## config.mk

```make
export PLATFORM = sky130hd
export DESIGN_NAME = dcd_decoder
export DESIGN_NICKNAME = d
export VERILOG_FILES = /design/src/dcd_pkg.sv /design/src/dcd_decoder.sv /design/src/dcd_sync.sv /design/src/dcd_tx.sv
export SDC_FILE = /design/constraint.sdc
export NUM_CORES = 1
export LEC_CHECK = 0
export ABC_AREA = 1
export BUFFER_PORTS_ARGS = -buffer_cell sky130_fd_sc_hd__buf_2
export CORE_MARGIN = 2
export CORE_UTILIZATION = 30
export CTS_BUF_LIST = sky130_fd_sc_hd__clkbuf_16
export CTS_CLUSTER_DIAMETER = 150
export DETAILED_ROUTE_END_ITERATION = 16
export PLACE_DENSITY = 0.42
export REMOVE_ABC_BUFFERS = 1
export SLEW_MARGIN = 20
export SYNTH_ARGS = -nofsm -noshare
export SYNTH_HDL_FRONTEND = slang
export SYNTH_SLANG_ARGS = --single-unit
```

## constraint.sdc

```tcl
create_clock -name CLK -period 6.8 [get_ports CLK]
set_input_delay 1.02 -clock CLK [delete_from_list [all_inputs] [get_ports CLK]]
set_output_delay 1.02 -clock CLK [all_outputs]
set_load 0.02 [all_outputs]
```

## src/dcd_pkg.sv

```systemverilog
// How it works
// [RQ1] Transaction starts with one command byte.
// [RQ2] Outside halt only revision, status, control commands.
// [RQ3] In halt every assigned command is available.
// [RQ4] Read protect blocks PC, memory, step commands.
// [RQ5] Protected register writes: upper page, mass erase.
// [RQ6] Protected register reads: upper page only.
// [RQ7] Revision read returns major then minor byte.
// [RQ8] Counter write discarded outside halt.
// [RQ9] Status read returns one status byte.
// [RQ10] Counter read returns complement, high byte first.
// [RQ11] Counter read outside halt returns all ones.
// [RQ12] Control write loads one byte.
// [RQ13] Read protect: halt bit set, never cleared.
// [RQ14] Control read returns control register byte.
// [RQ15] Counter counts cycles or raises breakpoints.
// [RQ16] Multi-byte values travel high byte first.
// [RQ17] Characters: start, eight data LSB first, stop.
// [RQ18] First character 80H sets the bit rate.
// [RQ19] Errors abort, send long break, rebaud.
// [RQ20] Halt bit stops the processor fetching.
// [RQ21] Reserved codes are ignored silently.
// [RQ22] Unavailable commands still consume their payload.
package dcd_pkg;

    // Command codes.
    localparam logic [7:0] CMD_REV = 8'h00;
    localparam logic [7:0] CMD_CNT_WR = 8'h01;
    localparam logic [7:0] CMD_STAT = 8'h02;
    localparam logic [7:0] CMD_CNT_RD = 8'h03;
    localparam logic [7:0] CMD_CTL_WR = 8'h04;
    localparam logic [7:0] CMD_CTL_RD = 8'h05;
    localparam logic [7:0] CMD_REG_WR = 8'h08;
    localparam logic [7:0] CMD_REG_RD = 8'h09;
    localparam logic [7:0] CMD_RSVD = 8'h0F;
    localparam logic [7:0] CMD_LAST = 8'h12;

    // Control register field positions and reset value.
    localparam int CTL_HALT = 7;
    localparam int CTL_BRKEN = 6;
    localparam int CTL_BRKLOOP = 4;
    localparam int CTL_BRKPC = 3;
    localparam int CTL_BRKZRO = 2;
    localparam int CTL_RSVD = 1;
    localparam logic [7:0] CTL_RESET = 8'h00;

    // Values and counts.
    localparam logic [15:0] CNT_RESET = 16'h0000;
    localparam logic [15:0] ALL_ONES16 = 16'hFFFF;
    localparam logic [7:0] ALL_ONES8 = 8'hFF;
    localparam logic [3:0] UPPER_PAGE = 4'hF;
    localparam int BREAK_CYCLES = 4096;
    localparam logic [12:0] BREAK_LOAD = 13'(BREAK_CYCLES - 1);
    localparam logic [2:0] STRAP_DELAY = 3'h5;
    localparam logic [3:0] STOP_BIT = 4'h9;

    // Link and command state machines.
    typedef enum logic [3:0] {
        L_BAUD = 4'b0001,
        L_IDLE = 4'b0010,
        L_BITS = 4'b0100,
        L_BREAK = 4'b1000
    } dcd_link_t;

    typedef enum logic [3:0] {
        C_IDLE = 4'b0001,
        C_PAY = 4'b0010,
        C_RESP = 4'b0100,
        C_EXT = 4'b1000
    } dcd_cst_t;

    // One byte with its strobe.
    typedef struct packed {
        logic valid;
        logic [7:0] data;
    } dcd_byte_t;

    // Command handed to a neighbouring executor.
    typedef struct packed {
        logic valid;
        logic ok;
        logic [7:0] code;
    } dcd_cmd_t;

endpackage

```

## src/dcd_decoder.sv

```systemverilog
`timescale 1ns/100ps
module dcd_decoder
    import dcd_pkg::*;
#(
    parameter logic [15:0] REVISION = 16'h0100,
    parameter logic [11:0] FLASH_CTL_ADDR = 12'hFF0,
    parameter logic [7:0] MASS_ERASE = 8'hAA
) (
    // Clock and reset.
    input wire logic CLK,
    input wire logic RSTN,
    // Open-drain debug serial pin.
    input wire logic DBG_PIN_I,
    output logic DBG_PIN_O,
    output logic DBG_PIN_OE,
    // Device state.
    input wire logic READ_PROTECT,
    input wire logic BRK_DECODE,
    input wire logic [15:0] PC_IN,
    input wire logic [7:0] STATUS_IN,
    output logic CPU_HALT,
    output logic [7:0] CTL_OUT,
    // Hand-off to neighbouring command executors.
    output dcd_cmd_t EXT_CMD,
    output dcd_byte_t EXT_RX,
    output logic EXT_RX_KEEP,
    input dcd_byte_t EXT_TX_IN,
    output logic EXT_TX_READY,
    input wire logic EXT_DONE,
    output logic EXT_ABORT
);

    // Commands that the read-protect option disables.
    function automatic logic is_prot(input logic [7:0] c);
        return c inside {8'h06, 8'h07, [8'h0A:8'h0D], [8'h10:8'h12]};
    endfunction

    // A low run longer than nine bit periods marks a break; a 00H character is exactly nine.
    function automatic logic [13:0] brk_lim(input logic [9:0] b);
        return {1'b0, b, 3'h0} + {4'h0, b};
    endfunction

    logic line;
    logic tx_start, tx_brk, tx_busy, tx_coll;
    logic [7:0] tx_data;
    logic [9:0] bit_len_q, bit_len_d;

    // Pin synchroniser and filter.
    dcd_sync u_sync (
        .clk(CLK),
        .rstn(RSTN),
        .d(DBG_PIN_I),
        .q(line)
    );

    // Response and break transmitter.
    dcd_tx u_tx (
        .clk(CLK),
        .rstn(RSTN),
        .line(line),
        .bit_len(bit_len_q),
        .start(tx_start),
        .data(tx_data),
        .breakpoint_instruction(tx_brk),
        .busy(tx_busy),
        .collide(tx_coll),
        .pin_oe(DBG_PIN_OE)
    );

    // Link receiver state.
    dcd_link_t link_q, link_d;
    logic [12:0] cnt_q, cnt_d;
    logic [3:0] bitn_q, bitn_d;
    logic [7:0] sh_q, sh_d;
    logic [13:0] low_q, low_d;
    dcd_byte_t rx_byte;
    logic link_err;

    // Auto-baud, character receiver and error detection.
    always_comb begin
        link_d = link_q;
        cnt_d = cnt_q;
        bit_len_d = bit_len_q;
        bitn_d = bitn_q;
        sh_d = sh_q;
        low_d = (line || tx_busy) ? 14'h0000 : ((low_q == 14'h3FFF) ? low_q : low_q + 14'h0001);
        rx_byte = '0;
        link_err = 1'b0;
        tx_brk = 1'b0;
        unique case (link_q)
            L_BAUD: begin
                low_d = 14'h0000;
                if (!line) begin
                    cnt_d = (cnt_q == 13'h1FFF) ? cnt_q : cnt_q + 13'h0001;
                end else if (cnt_q != 13'h0000) begin
                    // The low run of 80H is eight bit periods.
                    bit_len_d = (cnt_q[12:3] == 10'h000) ? 10'h001 : cnt_q[12:3]; // [RQ18]
                    cnt_d = 13'h0000;
                    link_d = L_IDLE;
                end
            end
            L_IDLE: begin
                // Own transmissions are not received.
                if (!line && !tx_busy) begin
                    cnt_d = {4'h0, bit_len_q[9:1]};
                    bitn_d = 4'h0;
                    link_d = L_BITS;
                end
            end
            L_BITS: begin
                if (cnt_q != 13'h0000) begin
                    cnt_d = cnt_q - 13'h0001;
                end else begin
                    cnt_d = {3'h0, bit_len_q - 10'h001};
                    bitn_d = bitn_q + 4'h1;
                    if (bitn_q == 4'h0 && line) begin
                        link_d = L_IDLE;
                    end else if (bitn_q == STOP_BIT) begin
                        link_d = L_IDLE;
                        if (line) begin
                            rx_byte = {1'b1, sh_q}; // [RQ17]
                        end else begin
                            link_err = 1'b1; // [RQ19]
                        end
                    end else if (bitn_q != 4'h0) begin
                        sh_d = {line, sh_q[7:1]}; // [RQ17]
                    end
                end
            end
            L_BREAK: begin
                // Held until our break ends and the host releases the line.
                if (cnt_q != 13'h0000) begin
                    cnt_d = cnt_q - 13'h0001;
                end else if (!tx_busy && line) begin
                    link_d = L_BAUD;
                end
            end
        endcase
        if (link_q != L_BAUD && link_q != L_BREAK && (tx_coll || low_q > brk_lim(bit_len_q))) begin
            link_err = 1'b1; // [RQ19]
        end
        if (link_err) begin
            link_d = L_BREAK; // [RQ19]
            cnt_d = 13'h0002;
            tx_brk = 1'b1;
            rx_byte = '0;
        end
    end

    // Register the link state.
    always_ff @(posedge CLK or negedge RSTN) begin
        if (!RSTN) begin
            link_q <= L_BAUD;
            cnt_q <= 13'h0000;
            bit_len_q <= 10'h001;
            bitn_q <= 4'h0;
            sh_q <= 8'h00;
            low_q <= 14'h0000;
        end else begin
            link_q <= link_d;
            cnt_q <= cnt_d;
            bit_len_q <= bit_len_d;
            bitn_q <= bitn_d;
            sh_q <= sh_d;
            low_q <= low_d;
        end
    end

    // Command decoder state.
    dcd_cst_t cst_q, cst_d;
    logic [7:0] cmd_q, cmd_d, pay_q, pay_d;
    logic [1:0] need_q, need_d, rn_q, rn_d, idx_q, idx_d;
    logic [15:0] resp_q, resp_d;
    logic ok_q, ok_d;
    logic [11:0] addr_q, addr_d;
    dcd_cmd_t ext_cmd_q, ext_cmd_d;
    dcd_byte_t ext_rx_q, ext_rx_d;
    logic keep_q, keep_d, txr_q, txr_d, abort_q, abort_d;
    logic ctl_wr, cnt_wr, page_ok, is_reg;
    logic [15:0] wr_data;
    logic [7:0] ctl_q;
    logic [15:0] dcnt_q;

    // Decode commands, collect payloads and send responses.
    always_comb begin
        cst_d = cst_q;
        cmd_d = cmd_q;
        pay_d = pay_q;
        need_d = need_q;
        rn_d = rn_q;
        idx_d = idx_q;
        resp_d = resp_q;
        ok_d = ok_q;
        addr_d = addr_q;
        ext_cmd_d = '0;
        ext_rx_d = '0;
        keep_d = 1'b0;
        txr_d = 1'b0;
        abort_d = link_err;
        tx_start = 1'b0;
        tx_data = 8'h00;
        ctl_wr = 1'b0;
        cnt_wr = 1'b0;
        wr_data = 16'h0000;
        page_ok = !READ_PROTECT || addr_q[11:8] == UPPER_PAGE; // [RQ5] [RQ6]
        is_reg = cmd_q == CMD_REG_WR || cmd_q == CMD_REG_RD;
        unique case (cst_q)
            C_IDLE: begin
                if (rx_byte.valid) begin
                    cmd_d = rx_byte.data; // [RQ1]
                    unique case (rx_byte.data)
                        CMD_REV: begin
                            resp_d = REVISION; // [RQ7]
                            rn_d = 2'h2;
                            cst_d = C_RESP;
                        end
                        CMD_CNT_WR: begin
                            need_d = 2'h2;
                            cst_d = C_PAY;
                        end
                        CMD_STAT: begin
                            resp_d = {STATUS_IN, 8'h00}; // [RQ9]
                            rn_d = 2'h1;
                            cst_d = C_RESP;
                        end
                        CMD_CNT_RD: begin
                            resp_d = ctl_q[CTL_HALT] ? ~dcnt_q : ALL_ONES16; // [RQ10] [RQ11]
                            rn_d = 2'h2;
                            cst_d = C_RESP;
                        end
                        CMD_CTL_WR: begin
                            need_d = 2'h1;
                            cst_d = C_PAY;
                        end
                        CMD_CTL_RD: begin
                            resp_d = {ctl_q, 8'h00}; // [RQ14]
                            rn_d = 2'h1;
                            cst_d = C_RESP;
                        end
                        CMD_RSVD: begin
                            cst_d = C_IDLE; // [RQ21]
                        end
                        default: begin
                            if (rx_byte.data <= CMD_LAST) begin
                                // Gate by halt state and read protection.
                                ok_d = ctl_q[CTL_HALT] && !(READ_PROTECT && is_prot(rx_byte.data)); // [RQ2] [RQ3] [RQ4]
                                ext_cmd_d = {1'b1, ok_d, rx_byte.data};
                                idx_d = 2'h0;
                                cst_d = C_EXT;
                            end
                        end
                    endcase
                end
            end
            C_PAY: begin
                if (rx_byte.valid) begin
                    pay_d = rx_byte.data;
                    need_d = need_q - 2'h1;
                    if (need_q == 2'h1) begin
                        cst_d = C_IDLE;
                        wr_data = {pay_q, rx_byte.data}; // [RQ16]
                        if (cmd_q == CMD_CNT_WR) begin
                            cnt_wr = ctl_q[CTL_HALT]; // [RQ8]
                        end else begin
                            ctl_wr = 1'b1; // [RQ12]
                        end
                    end
                end
            end
            C_RESP: begin
                if (!tx_busy) begin
                    tx_start = 1'b1;
                    tx_data = resp_q[15:8]; // [RQ16]
                    resp_d = {resp_q[7:0], 8'h00};
                    rn_d = rn_q - 2'h1;
                    if (rn_q == 2'h1) begin
                        cst_d = C_IDLE;
                    end
                end
            end
            C_EXT: begin
                // Every payload byte is forwarded so the stream stays aligned.
                if (rx_byte.valid) begin
                    ext_rx_d = rx_byte; // [RQ22]
                    keep_d = ok_q;
                    if (is_reg) begin
                        idx_d = (idx_q == 2'h3) ? idx_q : idx_q + 2'h1;
                        if (idx_q == 2'h0) begin
                            addr_d[11:8] = rx_byte.data[3:0];
                        end else if (idx_q == 2'h1) begin
                            addr_d[7:0] = rx_byte.data;
                        end else if (idx_q == 2'h3 && cmd_q == CMD_REG_WR) begin
                            addr_d = addr_q + 12'h001;
                            keep_d = ok_q && page_ok && !(READ_PROTECT && addr_q == FLASH_CTL_ADDR
                                && rx_byte.data != MASS_ERASE); // [RQ5]
                        end
                    end
                end
                if (EXT_TX_IN.valid && !tx_busy && !txr_q) begin
                    tx_start = 1'b1;
                    txr_d = 1'b1;
                    tx_data = (ok_q && (!is_reg || page_ok)) ? EXT_TX_IN.data : ALL_ONES8; // [RQ6]
                    if (is_reg && idx_q == 2'h3) begin
                        addr_d = addr_q + 12'h001;
                    end
                end
                if (EXT_DONE) begin
                    cst_d = C_IDLE;
                end
            end
        endcase
        if (link_err) begin
            cst_d = C_IDLE; // [RQ19]
            tx_start = 1'b0;
        end
    end

    // Register the decoder state.
    always_ff @(posedge CLK or negedge RSTN) begin
        if (!RSTN) begin
            cst_q <= C_IDLE;
            cmd_q <= 8'h00;
            pay_q <= 8'h00;
            need_q <= 2'h0;
            rn_q <= 2'h0;
            idx_q <= 2'h0;
            resp_q <= 16'h0000;
            ok_q <= 1'b0;
            addr_q <= 12'h000;
            ext_cmd_q <= '0;
            ext_rx_q <= '0;
            keep_q <= 1'b0;
            txr_q <= 1'b0;
            abort_q <= 1'b0;
        end else begin
            cst_q <= cst_d;
            cmd_q <= cmd_d;
            pay_q <= pay_d;
            need_q <= need_d;
            rn_q <= rn_d;
            idx_q <= idx_d;
            resp_q <= resp_d;
            ok_q <= ok_d;
            addr_q <= addr_d;
            ext_cmd_q <= ext_cmd_d;
            ext_rx_q <= ext_rx_d;
            keep_q <= keep_d;
            txr_q <= txr_d;
            abort_q <= abort_d;
        end
    end

    // Control register, debug counter and reset strap.
    logic [7:0] ctl_d;
    logic [15:0] dcnt_d;
    logic halt_prev_q, halt_prev_d, set_halt, running;
    logic [2:0] strap_q, strap_d;

    always_comb begin
        ctl_d = ctl_q;
        dcnt_d = dcnt_q;
        strap_d = strap_q;
        set_halt = 1'b0;
        running = !ctl_q[CTL_HALT];
        halt_prev_d = ctl_q[CTL_HALT];
        // A low pin shortly after reset release enters halt.
        if (strap_q != STRAP_DELAY) begin
            strap_d = strap_q + 3'h1;
            if (strap_q == STRAP_DELAY - 3'h1 && !line) begin
                set_halt = 1'b1;
            end
        end
        if (cnt_wr) begin
            dcnt_d = wr_data;
        end else if (halt_prev_q && running && !ctl_q[CTL_BRKPC] && !ctl_q[CTL_BRKZRO]) begin
            dcnt_d = ALL_ONES16; // [RQ15]
        end else if (running && !ctl_q[CTL_BRKPC] && dcnt_q != CNT_RESET) begin
            dcnt_d = dcnt_q - 16'h0001; // [RQ15]
        end
        if (running && ctl_q[CTL_BRKZRO] && !ctl_q[CTL_BRKPC] && dcnt_q == 16'h0001) begin
            set_halt = 1'b1; // [RQ15]
        end
        if (running && ctl_q[CTL_BRKPC] && PC_IN == dcnt_q) begin
            set_halt = 1'b1; // [RQ15]
        end
        if (running && BRK_DECODE && ctl_q[CTL_BRKEN] && !ctl_q[CTL_BRKLOOP]) begin
            set_halt = 1'b1;
        end
        if (ctl_wr) begin
            ctl_d = wr_data[7:0]; // [RQ12]
            ctl_d[CTL_RSVD] = 1'b0;
            if (READ_PROTECT && ctl_q[CTL_HALT]) begin
                ctl_d[CTL_HALT] = 1'b1; // [RQ13]
            end
        end
        if (set_halt) begin
            ctl_d[CTL_HALT] = 1'b1;
        end
    end

    // Register the device state.
    always_ff @(posedge CLK or negedge RSTN) begin
        if (!RSTN) begin
            ctl_q <= CTL_RESET;
            dcnt_q <= CNT_RESET;
            halt_prev_q <= 1'b0;
            strap_q <= 3'h0;
        end else begin
            ctl_q <= ctl_d;
            dcnt_q <= dcnt_d;
            halt_prev_q <= halt_prev_d;
            strap_q <= strap_d;
        end
    end

    // Outputs.
    assign CPU_HALT = ctl_q[CTL_HALT]; // [RQ20]
    assign CTL_OUT = ctl_q;
    assign DBG_PIN_O = 1'b0;
    assign EXT_CMD = ext_cmd_q;
    assign EXT_RX = ext_rx_q;
    assign EXT_RX_KEEP = keep_q;
    assign EXT_TX_READY = txr_q;
    assign EXT_ABORT = abort_q;
endmodule

```

## src/dcd_sync.sv

```systemverilog
`timescale 1ns/100ps
module dcd_sync
    import dcd_pkg::*;
(
    // Clock and reset.
    input wire logic clk,
    input wire logic rstn,
    // Raw pin and filtered level.
    input wire logic d,
    output logic q
);
    logic [2:0] sh_q;
    logic [2:0] sh_d;
    logic q_q;
    logic q_d;

    // The level changes only once the second and third stages agree.
    always_comb begin
        sh_d = {sh_q[1:0], d};
        q_d = (sh_q[1] == sh_q[2]) ? sh_q[2] : q_q;
    end

    // The idle line is high, so every stage resets high.
    always_ff @(posedge clk or negedge rstn) begin
        if (!rstn) begin
            sh_q <= 3'h7;
            q_q <= 1'b1;
        end else begin
            sh_q <= sh_d;
            q_q <= q_d;
        end
    end

    assign q = q_q;
endmodule

```

## src/dcd_tx.sv

```systemverilog
`timescale 1ns/100ps
module dcd_tx
    import dcd_pkg::*;
(
    // Clock and reset.
    input wire logic clk,
    input wire logic rstn,
    // Control.
    input wire logic line,
    input wire logic [9:0] bit_len,
    input wire logic start,
    input wire logic [7:0] data,
    input wire logic breakpoint_instruction,
    // Status and pin.
    output logic busy,
    output logic collide,
    output logic pin_oe
);
    logic busy_q, busy_d, brk_q, brk_d, coll_q, coll_d, oe_q, oe_d;
    logic [9:0] sh_q, sh_d;
    logic [3:0] n_q, n_d;
    logic [12:0] t_q, t_d;

    // Serialiser; a break request overrides any character in flight.
    always_comb begin
        busy_d = busy_q;
        brk_d = brk_q;
        oe_d = oe_q;
        sh_d = sh_q;
        n_d = n_q;
        t_d = t_q;
        coll_d = 1'b0;
        if (breakpoint_instruction) begin
            brk_d = 1'b1;
            busy_d = 1'b1;
            oe_d = 1'b1;
            t_d = BREAK_LOAD; // [RQ19]
        end else if (start && !busy_q) begin
            sh_d = {1'b1, data, 1'b0}; // [RQ17]
            n_d = 4'h0;
            t_d = {3'h0, bit_len - 10'h001};
            busy_d = 1'b1;
            oe_d = 1'b1;
        end else if (busy_q) begin
            if (t_q != 13'h0000) begin
                t_d = t_q - 13'h0001;
                // The filtered wire lags by four cycles, so a released bit is judged at its end.
                if (!brk_q && t_q == 13'h0001 && sh_q[0] && !line) begin
                    coll_d = 1'b1; // [RQ19]
                end
            end else if (brk_q || n_q == STOP_BIT) begin
                busy_d = 1'b0;
                brk_d = 1'b0;
                oe_d = 1'b0;
            end else begin
                n_d = n_q + 4'h1;
                sh_d = {1'b1, sh_q[9:1]};
                oe_d = !sh_q[1];
                t_d = {3'h0, bit_len - 10'h001};
            end
        end
    end

    // Register the serialiser state.
    always_ff @(posedge clk or negedge rstn) begin
        if (!rstn) begin
            busy_q <= 1'b0;
            brk_q <= 1'b0;
            coll_q <= 1'b0;
            oe_q <= 1'b0;
            sh_q <= 10'h3FF;
            n_q <= 4'h0;
            t_q <= 13'h0000;
        end else begin
            busy_q <= busy_d;
            brk_q <= brk_d;
            coll_q <= coll_d;
            oe_q <= oe_d;
            sh_q <= sh_d;
            n_q <= n_d;
            t_q <= t_d;
        end
    end

    assign busy = busy_q;
    assign collide = coll_q;
    assign pin_oe = oe_q;
endmodule

```

==> results of run 1 <==
cell usage after synthesis, types with 3 or more instances:
cell type,number,area share [%]
o21ai_0,152,6.1
o221ai_1,9,0.63
mux2i_1,3,0.24
nand4_1,33,1.7
a31oi_1,5,0.25
a211oi_1,5,0.30
nand2_2,9,0.45
xnor2_1,8,0.56
nand2_1,327,9.8
nor3_2,3,0.24
ha_1,44,4.4
nor2_2,11,0.55
o211ai_1,22,1.3
o21a_1,4,0.24
a21oi_1,74,3.0
nor2_4,4,0.36
nand3_1,118,4.7
nand3_2,3,0.24
o31ai_1,7,0.42
dfstp_2,16,3.4
dfrtp_1,175,35
o21ai_1,40,1.6
inv_1,200,6.0
buf_2,16,0.64
nor2_1,158,4.8
clkbuf_1,20,0.60
a221oi_1,3,0.21
o2111ai_1,3,0.21
buf_4,5,0.30
nor3_1,40,1.6
o22ai_1,17,0.85
xor2_1,59,4.1
a22oi_1,11,0.66
or2_2,7,0.35
o21bai_1,5,0.30
inv_2,13,0.39
nor4_1,8,0.40
clkinv_1,4,0.12
per-stage QoR:
step	cell area, um2	setup slack (ns)	std cells	total power [mW]	hold WS, ns
after floorplan	12300	2.25	1637	1.17	0.345
after global placement	13300	1.37	2243	1.22	0.349
after detailed placement	13300	1.17	2243	1.22	0.348
after CTS	13900	1.14	2275	2.26	0.359
after global routing	13900	0.533	2275	2.30	0.360
final	13900	1.10	2275	2.21	0.358
critical path: cells and delay by family, from the launching register on:
kind	cells	cell delay, ns
AND/OR/NAND/NOR	16	2.79
adder cells (fa/ha/maj)	3	0.73
flip-flops	1	0.58
buffers and inverters	2	0.49
AO/OA/AOI/OAI	7	1.01
layer usage:
metal	track usage [%]	routed length (um)	vias up	share of wire, %
li1	-	-	5721	-
met2	29.7	18000	216	44
met5	0	0	-	0
met3	3.91	1540	46	3.8
met4	5.94	758	0	1.9
met1	27.7	20400	5411	50
cell type report:
| cell class | count | area [um2] |
|---|---|---|
| clock inverter | 15 | 134 |
| sequential | 191 | 4800 |
| fill | 4471 | 27000 |
| multi-input combinational | 1228 | 6650 |
| timing repair buffer | 74 | 404 |
| tap | 532 | 666 |
| inverter | 218 | 821 |
| clock buffer | 17 | 425 |
final timing paths:
kind	from	to	slack, ns	cells past startpoint
setup reg to reg	bit_len_q[0]	resp_q[2]	1.10	28
hold reg to reg	u_sync.sh_q[0]	u_sync.sh_q[1]	0.36	0
max in group asynchronous	RSTN	need_q[0]	5.14	2
hold / removal	u_sync.sh_q[0]	u_sync.sh_q[1]	0.36	0
setup / recovery	bit_len_q[0]	resp_q[2]	1.10	28
min in group asynchronous	RSTN	low_q[4]	0.56	1
registers in the layout, summed over array words and instances (netlist names), 7 cells and up:
| signal | count |
|---|---|
| CTL_OUT | 7 |
| EXT_CMD | 10 |
| EXT_RX | 9 |
| addr_q | 12 |
| bit_len_q | 10 |
| cmd_q | 8 |
| cnt_q | 13 |
| dcnt_q | 16 |
| low_q | 14 |
| pay_q | 8 |
| resp_q | 16 |
| sh_q | 8 |
| u_tx.sh_q | 9 |
| u_tx.t_q | 13 |
power by group:
part / total [mW] / switching, mW / internal [mW]
Combinational: 0.0516 / 0.0381 / 0.0135
Sequential: 1.14 / 0.00341 / 1.14
Clock: 1.02 / 0.510 / 0.507
Total: 2.21 / 0.551 / 1.66
kinds of logic (layout without fill, tap and decap cells):
family                   Yosys count  in the layout
XOR/XNOR                          67             67
AND/OR/NAND/NOR                  734            734
flip-flops                       191            191
multiplexers                       3              3
other                              1              5
adder cells (fa/ha/maj)           46             46
AO/OA/AOI/OAI                    373            373
buffers and inverters            262            324
==> impl_results.md, run 1 <==
- Mux cell area share after synthesis: less than 1%
- CP most frequent cell: nand2_1
- RePlAce Congestion: roughly 0.84
- Clk Latency, worst-skew pair: 0.50 ns
- FMAX: about 0.18 GHz
- Max-slew headroom: between 30% and 40%
- Post-layout util: 34.0%
- Wire length per cell: between 15 and 20 um
- Minimum clock period: around 5.7 ns
- H-tree levels: 4
- Number of synthesized register bits: between 150 and 200
- Post-Synth XOR/XNOR Area: about 4.7%
- Max stage delay on crit path: 0.75 ns
- Die ar.: around 0.043 mm2
- Commonest non-fill, non-tap cell in the layout: nand2_1
- Worst Setup End Kind: flop
- Core area: 0.0409 mm2
- Yosys cell types: 65
- Status: complete, no violations
- Post-DRT Antenna Nets: 0
- Max-cap violations: 0
- # setup viols final: 0
- Crit path DAT: around 6.1 ns
- Vias in the first global route: between 10000 and 15000
- Post-CTS Hold Buffers: 0
- Most frequent cells in the layout: nand2_1 (327), inv_1 (200), dfrtp_1 (175), nor2_1 (158), o21ai_0 (152)
- Worst Hold Class: flop to flop
- DRC Markers: 0
- Pins Over Slew Limit: 0
- Final TNS setup: 0 ns
- 1st-iter DRT viols: 727
- Crit path max-delay cell type: nand2_1
- Die outline height: ~210 um
- Post-CTS setup repair buffer count: 0
- Post-Synthesis Cells: 1677
- Global-route wire length before repair: ~65000 um
- Final period util: 83.8%
- DP Wirelength: approximately 30000 um
- Required time worst endpoint: a little over 7 ns
- TritonCTS Buffers: 17
- Area Overhead vs Synth: 11.4%
- Routed vias/inst: ~5
- Adder-cell share of the synthesized area: between 4 and 5%
- Nets: between 1500 and 2000
- Largest net degree at the start of global routing: roughly 110
- Post-Syn Area: approximately 0.012 mm2
- RSZ-0062 raised after global routing: false
- I/O Buffers: between 60 and 70
- # IOs: slightly above 70
- Number of diodes: 0
- Initial Util: between 30% and 40%
- Global route overflow: 0
- CTS clk-pin slew, worst paths: approximately 0.070 ns
- Worst setup path class: flop to flop
- CTS tree: built
- Num rows: 74
- Ys async rst share: 100%
- Synth Area in Simple Gates: 26.4%
- Post-synth EDFFs: 0
- Drt first pass iters: 5
- Slew @ Worst Pin: roughly 1 ns
- Largest family of logic cells by synthesized area: simple AND/OR/NAND/NOR gates
- Fin. Hold Viols: 0
- Sequential share of the synthesized area: about two fifths
- Initial antenna violation count: 0
- Final wirelength: 40700 um
- Top FF cell, synth: dfrtp_1
- Number of warnings issued by yosys: 0
- GRT Util Overall: 19.5%
- Final Skew: 0.0117 ns
- Worst VDD drop: 0.000137 V
- CP Launch Type: flop
- Ratio of cells with drive above 1 in the final layout: about a tenth
- Leak Pwr: around 6.4 nW
- PwrDens: 159 mW/mm2
- Critical-path maximum fanout: 40
- DIE WIDTH: around 210 um
- CTS sink cnt: ~190
- Via count: 11400
- Resized Gates After CTS: 0
- Mean Syn Cell Area: 7.44 um2
- Compound-Gate Fraction of Synth Area: 17.2%
- CTS max path bufs: 2
- Clock root cell: clkbuf_16
(Power assumes the default switching activity.)
==> run 2: changes to the inputs <==
--- a/config.mk
+++ b/config.mk
@@ -5,14 +5,14 @@
 export SDC_FILE = /design/constraint.sdc
 export NUM_CORES = 1
 export LEC_CHECK = 0
-export ABC_AREA = 1
+export ABC_AREA = 0
 export BUFFER_PORTS_ARGS = -buffer_cell sky130_fd_sc_hd__buf_2
 export CORE_MARGIN = 2
 export CORE_UTILIZATION = 30
 export CTS_BUF_LIST = sky130_fd_sc_hd__clkbuf_16
 export CTS_CLUSTER_DIAMETER = 150
 export DETAILED_ROUTE_END_ITERATION = 16
-export PLACE_DENSITY = 0.42
+export PLACE_DENSITY = 0.44
 export REMOVE_ABC_BUFFERS = 1
 export SLEW_MARGIN = 20
 export SYNTH_ARGS = -nofsm -noshare
==> constraint.sdc (replaced) <==
create_clock -name CLK -period 5 [get_ports CLK]
set_input_delay 0.75 -clock CLK [delete_from_list [all_inputs] [get_ports CLK]]
set_output_delay 0.75 -clock CLK [all_outputs]
set_load 0.02 [all_outputs]
==> run 2 against run 1 <==
Against the previous run: count of clock-buffer cells in the layout stayed put; wire length is 9.1% lower; total power is 40% higher; synthesized cell count is 22% lower; sequential share of layout area is 1.5 points higher; non-clock buffer count is 24 higher; clock skew is 0.0037 ns higher; synthesized area is 5.7% lower; via count is 11% lower; clock power is 43% higher; design area is 4.1% lower; cell count is 17% lower; largest cell class unchanged.
==> impl_results.md, run 2 <==
- Status: complete, no violations
- Worst Hold Class: flop to flop
- FMAX: 0.216 GHz (+23%)
- Largest net degree at the start of global routing: 102 (-4.7%)
- R2R Setup Slk: 0.37 ns (-0.74 ns)
- GRT Util Overall: 18.4% (-1.0 points)
- Final TNS setup: 0 ns (unchanged)
- Critical R2R Launch: bit_len_q[3]
- Fillers: 3953 (-12%)
- Ratio of cells with drive above 1 in the final layout: 15.8% (+5.4 points)
- Ranking of synthesized cells by area: dfrtp_1 (37%), ha_1 (4.7%), nand2_1 (3.8%), nor2_1 (3.7%), dfstp_2 (3.6%)
- Worst R2R Path Depth: 19 (-32%)
- Via count: 10200 (-11%)
- CTS max path bufs: 2 (unchanged)
- Initial antenna violation count: 0 (unchanged)
- Mean Syn Cell Area: 9.03 um2 (+21%)
- Post-Synthesis Cells: 1303 (-22%)
- Final period util: 92.7% (+8.9 points)
- Required time worst endpoint: 5.40 ns (-1.80 ns)
- CTS clk-pin slew, worst paths: 0.08 ns (about the same)
- Number of diodes: 0 (unchanged)
- Crit. Startpoint: bit_len_q[3]
- CP Launch Type: flop
- Post-layout util: 34.5% (+0.53 points)
- Wire length per cell: 19.7 um (+10%)
- # setup viols final: 0 (unchanged)
- Most frequent cell after synthesis: dfrtp_1
- TritonCTS Buffers: 17 (unchanged)
- Post-CTS Hold Buffers: 0 (unchanged)
- RSZ-0062 raised after global routing: false
- Core area: 0.0386 mm2 (-5.6%)
- DRC Markers: 0 (unchanged)
- CTS sink cnt: 191 (unchanged)
- Worst Setup End Kind: flop
- Post-CTS setup repair buffer count: 0 (unchanged)
- Crit path cell chain: ha_1 > fa_1 > a21o_1 > a21oi_1 > o21bai_1 > a21oi_1 > o21bai_1 > nand2_1 > xor2_1 > ha_1 > nand4_1 > nor4_1 > nor3_1 > a21bo_2 > buf_12 > a31oi_1 > buf_4 > mux2_1 > a22oi_1
- Vias in the first global route: 10000 (-11%)
- Clk Latency, worst-skew pair: 0.47 ns (-0.03 ns)
- Leak Pwr: 5.75 nW (-9.5%)
- CTS tree: built
- Commonest non-fill, non-tap cell in the layout: dfrtp_1
- Max-cap violations: 0 (unchanged)
- Regs by FF count: dcnt_q x16, resp_q x16, low_q x14
- DP Wirelength: 26300 um (-14%)
- Nets: 1430 (-21%)
- Clock root cell: clkbuf_16
- Yosys cell types: 93 (+43%)
- DIE WIDTH: 202 um (-2.9%)
- Top FF cell, synth: dfrtp_1
- Setup Slack @ Placement: 0.364 ns (-0.805 ns)
- Final Skew: 0.0154 ns (+0.00369 ns)
- I/O Buffers: 69 (unchanged)
- Drt first pass iters: 7 (+2)
- Die outline height: 202 um (-2.9%)
- Post-DRT Antenna Nets: 0 (unchanged)
- Most frequent cells in the layout: dfrtp_1 (175), nand2_1 (118), nor2_1 (116), nand3_1 (69)
- Post-synth EDFFs: 0 (unchanged)
- # IOs: 72 (unchanged)
- H-tree levels: 4 (unchanged)
- Yosys top cell by area: dfrtp_1
- Synth top area share: 37.2% (+2.1 points)
- End point of the critical path: u_tx.t_q[9]
- Ys async rst share: 100% (unchanged)
- Critical-path maximum fanout: 15 (-63%)
- Sequential share of the synthesized area: 40.8% (+2.3 points)
- Crit path max-delay cell type: a21bo_2
- Fin Hold WS: 0.358 ns (+0.000545 ns)
- Die ar.: 0.0408 mm2 (-5.6%)
- Worst setup path class: flop to flop
- Synth top cells by count: dfrtp_1 (175), nand2_1 (118), nor2_1 (116), nand3_1 (69)
- Post-Syn Area: 0.0118 mm2 (-5.7%)
- Max stage delay on crit path: 0.51 ns (-0.24 ns)
- Max-slew headroom: 28.9% (-2.7 points)
- Final worst setup slack: 0.365 ns (-0.739 ns)
- Global-route wire length before repair: 58800 um (-9.9%)
- Resized Gates After CTS: 0 (unchanged)
- PwrDens: 233 mW/mm2 (+46%)
- Final wirelength: 37000 um (-9.1%)
- Fin. Hold Viols: 0 (unchanged)
- Num rows: 72 (-2.7%)
- Area Overhead vs Synth: 13.4%
- RePlAce Congestion: 0.906 (+7.9%)
- Number of synthesized register bits: 191 (unchanged)
- Pins Over Slew Limit: 0 (unchanged)
- Routed vias/inst: 5.41 (+8.1%)
- 1st-iter DRT viols: 743 (+2.2%)
- Worst VDD drop: 0.000246 V (+80%)
- Initial Util: 30.4% (-0.058 points)
- Minimum clock period: 4.63 ns (-1.06 ns)
- Slew @ Worst Pin: 1.07 ns (+0.0436 ns)
- Crit path DAT: 5.03 ns (-1.07 ns)
- RR Endpoint: u_tx.t_q[9]
- Number of warnings issued by yosys: 0 (unchanged)
- Global route overflow: 0 (unchanged)
- Final Power: 3.10 mW (+40%)
-- run 2: cell types whose count changed after synthesis, moves of 34 or more --
cell      delta
o21ai_0     -84
mux2_2      +35
nand3_1     -49
nor2_1      -42
clkbuf_1    +35
inv_1      -152
o21ai_1     -34
nand2_1    -209
-- run 2: cells by family after synthesis --
kind of cell    Yosys count  share of synthesized area (%)
compound gates          299                           17.0
xor+xnor                 73                           5.44
fa+ha+maj                46                           4.94
buf+inv                 130                           4.65
flops                   191                           40.8
mux                      46                           4.32
other cells               1                         0.0319
simple gates            517                           22.8
-- run 2: layout make-up --
type                    instances  area [um2]  share of cell area, %
multi-input cells             986        6460                   48.5
flip-flops and latches        191        4800                   36.0
well taps                     518         648                   4.86
repair buffers                 98         597                   4.48
clock buffers                  17         425                   3.19
clock inverters                15         206                   1.55
inverters                      52         195                   1.46
-- run 2: critical path, delay by kind of cell, from the launching register on --
kind | cells | cell delay (ns)
multiplexers | 1 | 0.33
XOR/XNOR | 1 | 0.07
AO/OA/AOI/OAI | 8 | 1.58
flip-flops | 1 | 0.46
buffers and inverters | 2 | 0.42
AND/OR/NAND/NOR | 4 | 0.76
adder cells (fa/ha/maj) | 3 | 0.95
-- run 2: how the worst min path moves through the flow --
stage / cells past startpoint / startpoint / slack [ns] / endpoint
final: 0 / u_sync.sh_q[0] / 0.36 / u_sync.sh_q[1]
after detailed placement: 0 / u_sync.sh_q[0] / 0.35 / u_sync.sh_q[1]
after floorplan: 0 / u_sync.sh_q[0] / 0.35 / u_sync.sh_q[1]
after global placement: 0 / u_sync.sh_q[0] / 0.35 / u_sync.sh_q[1]
after global routing: 1 / DBG_PIN_I / 0.36 / u_sync.sh_q[0]
after CTS: 1 / DBG_PIN_I / 0.36 / u_sync.sh_q[0]
-- run 2: metal layers --
layer,wire length (um),track usage [%],vias up
li1,-,-,4855
met1,17600,25.7,5017
met2,17200,29.2,244
met3,1500,3.13,42
met4,721,5.59,0
met5,0,0,-
-- run 2: stage by stage --
| step | instance area, um2 | instances |
|---|---|---|
| CTS | 13300 | 1877 |
| finish | 13300 | 1877 |
| detailed placement | 12700 | 1845 |
| global route | 13300 | 1877 |
| floorplan | 11400 | 1229 |
| global placement | 12700 | 1845 |
-- run 2: power by group --
group	switching (mW)	total, mW	internal (mW)
clock network	0.766	1.46	0.693
logic	0.0557	0.0814	0.0257
registers	0.0103	1.56	1.55
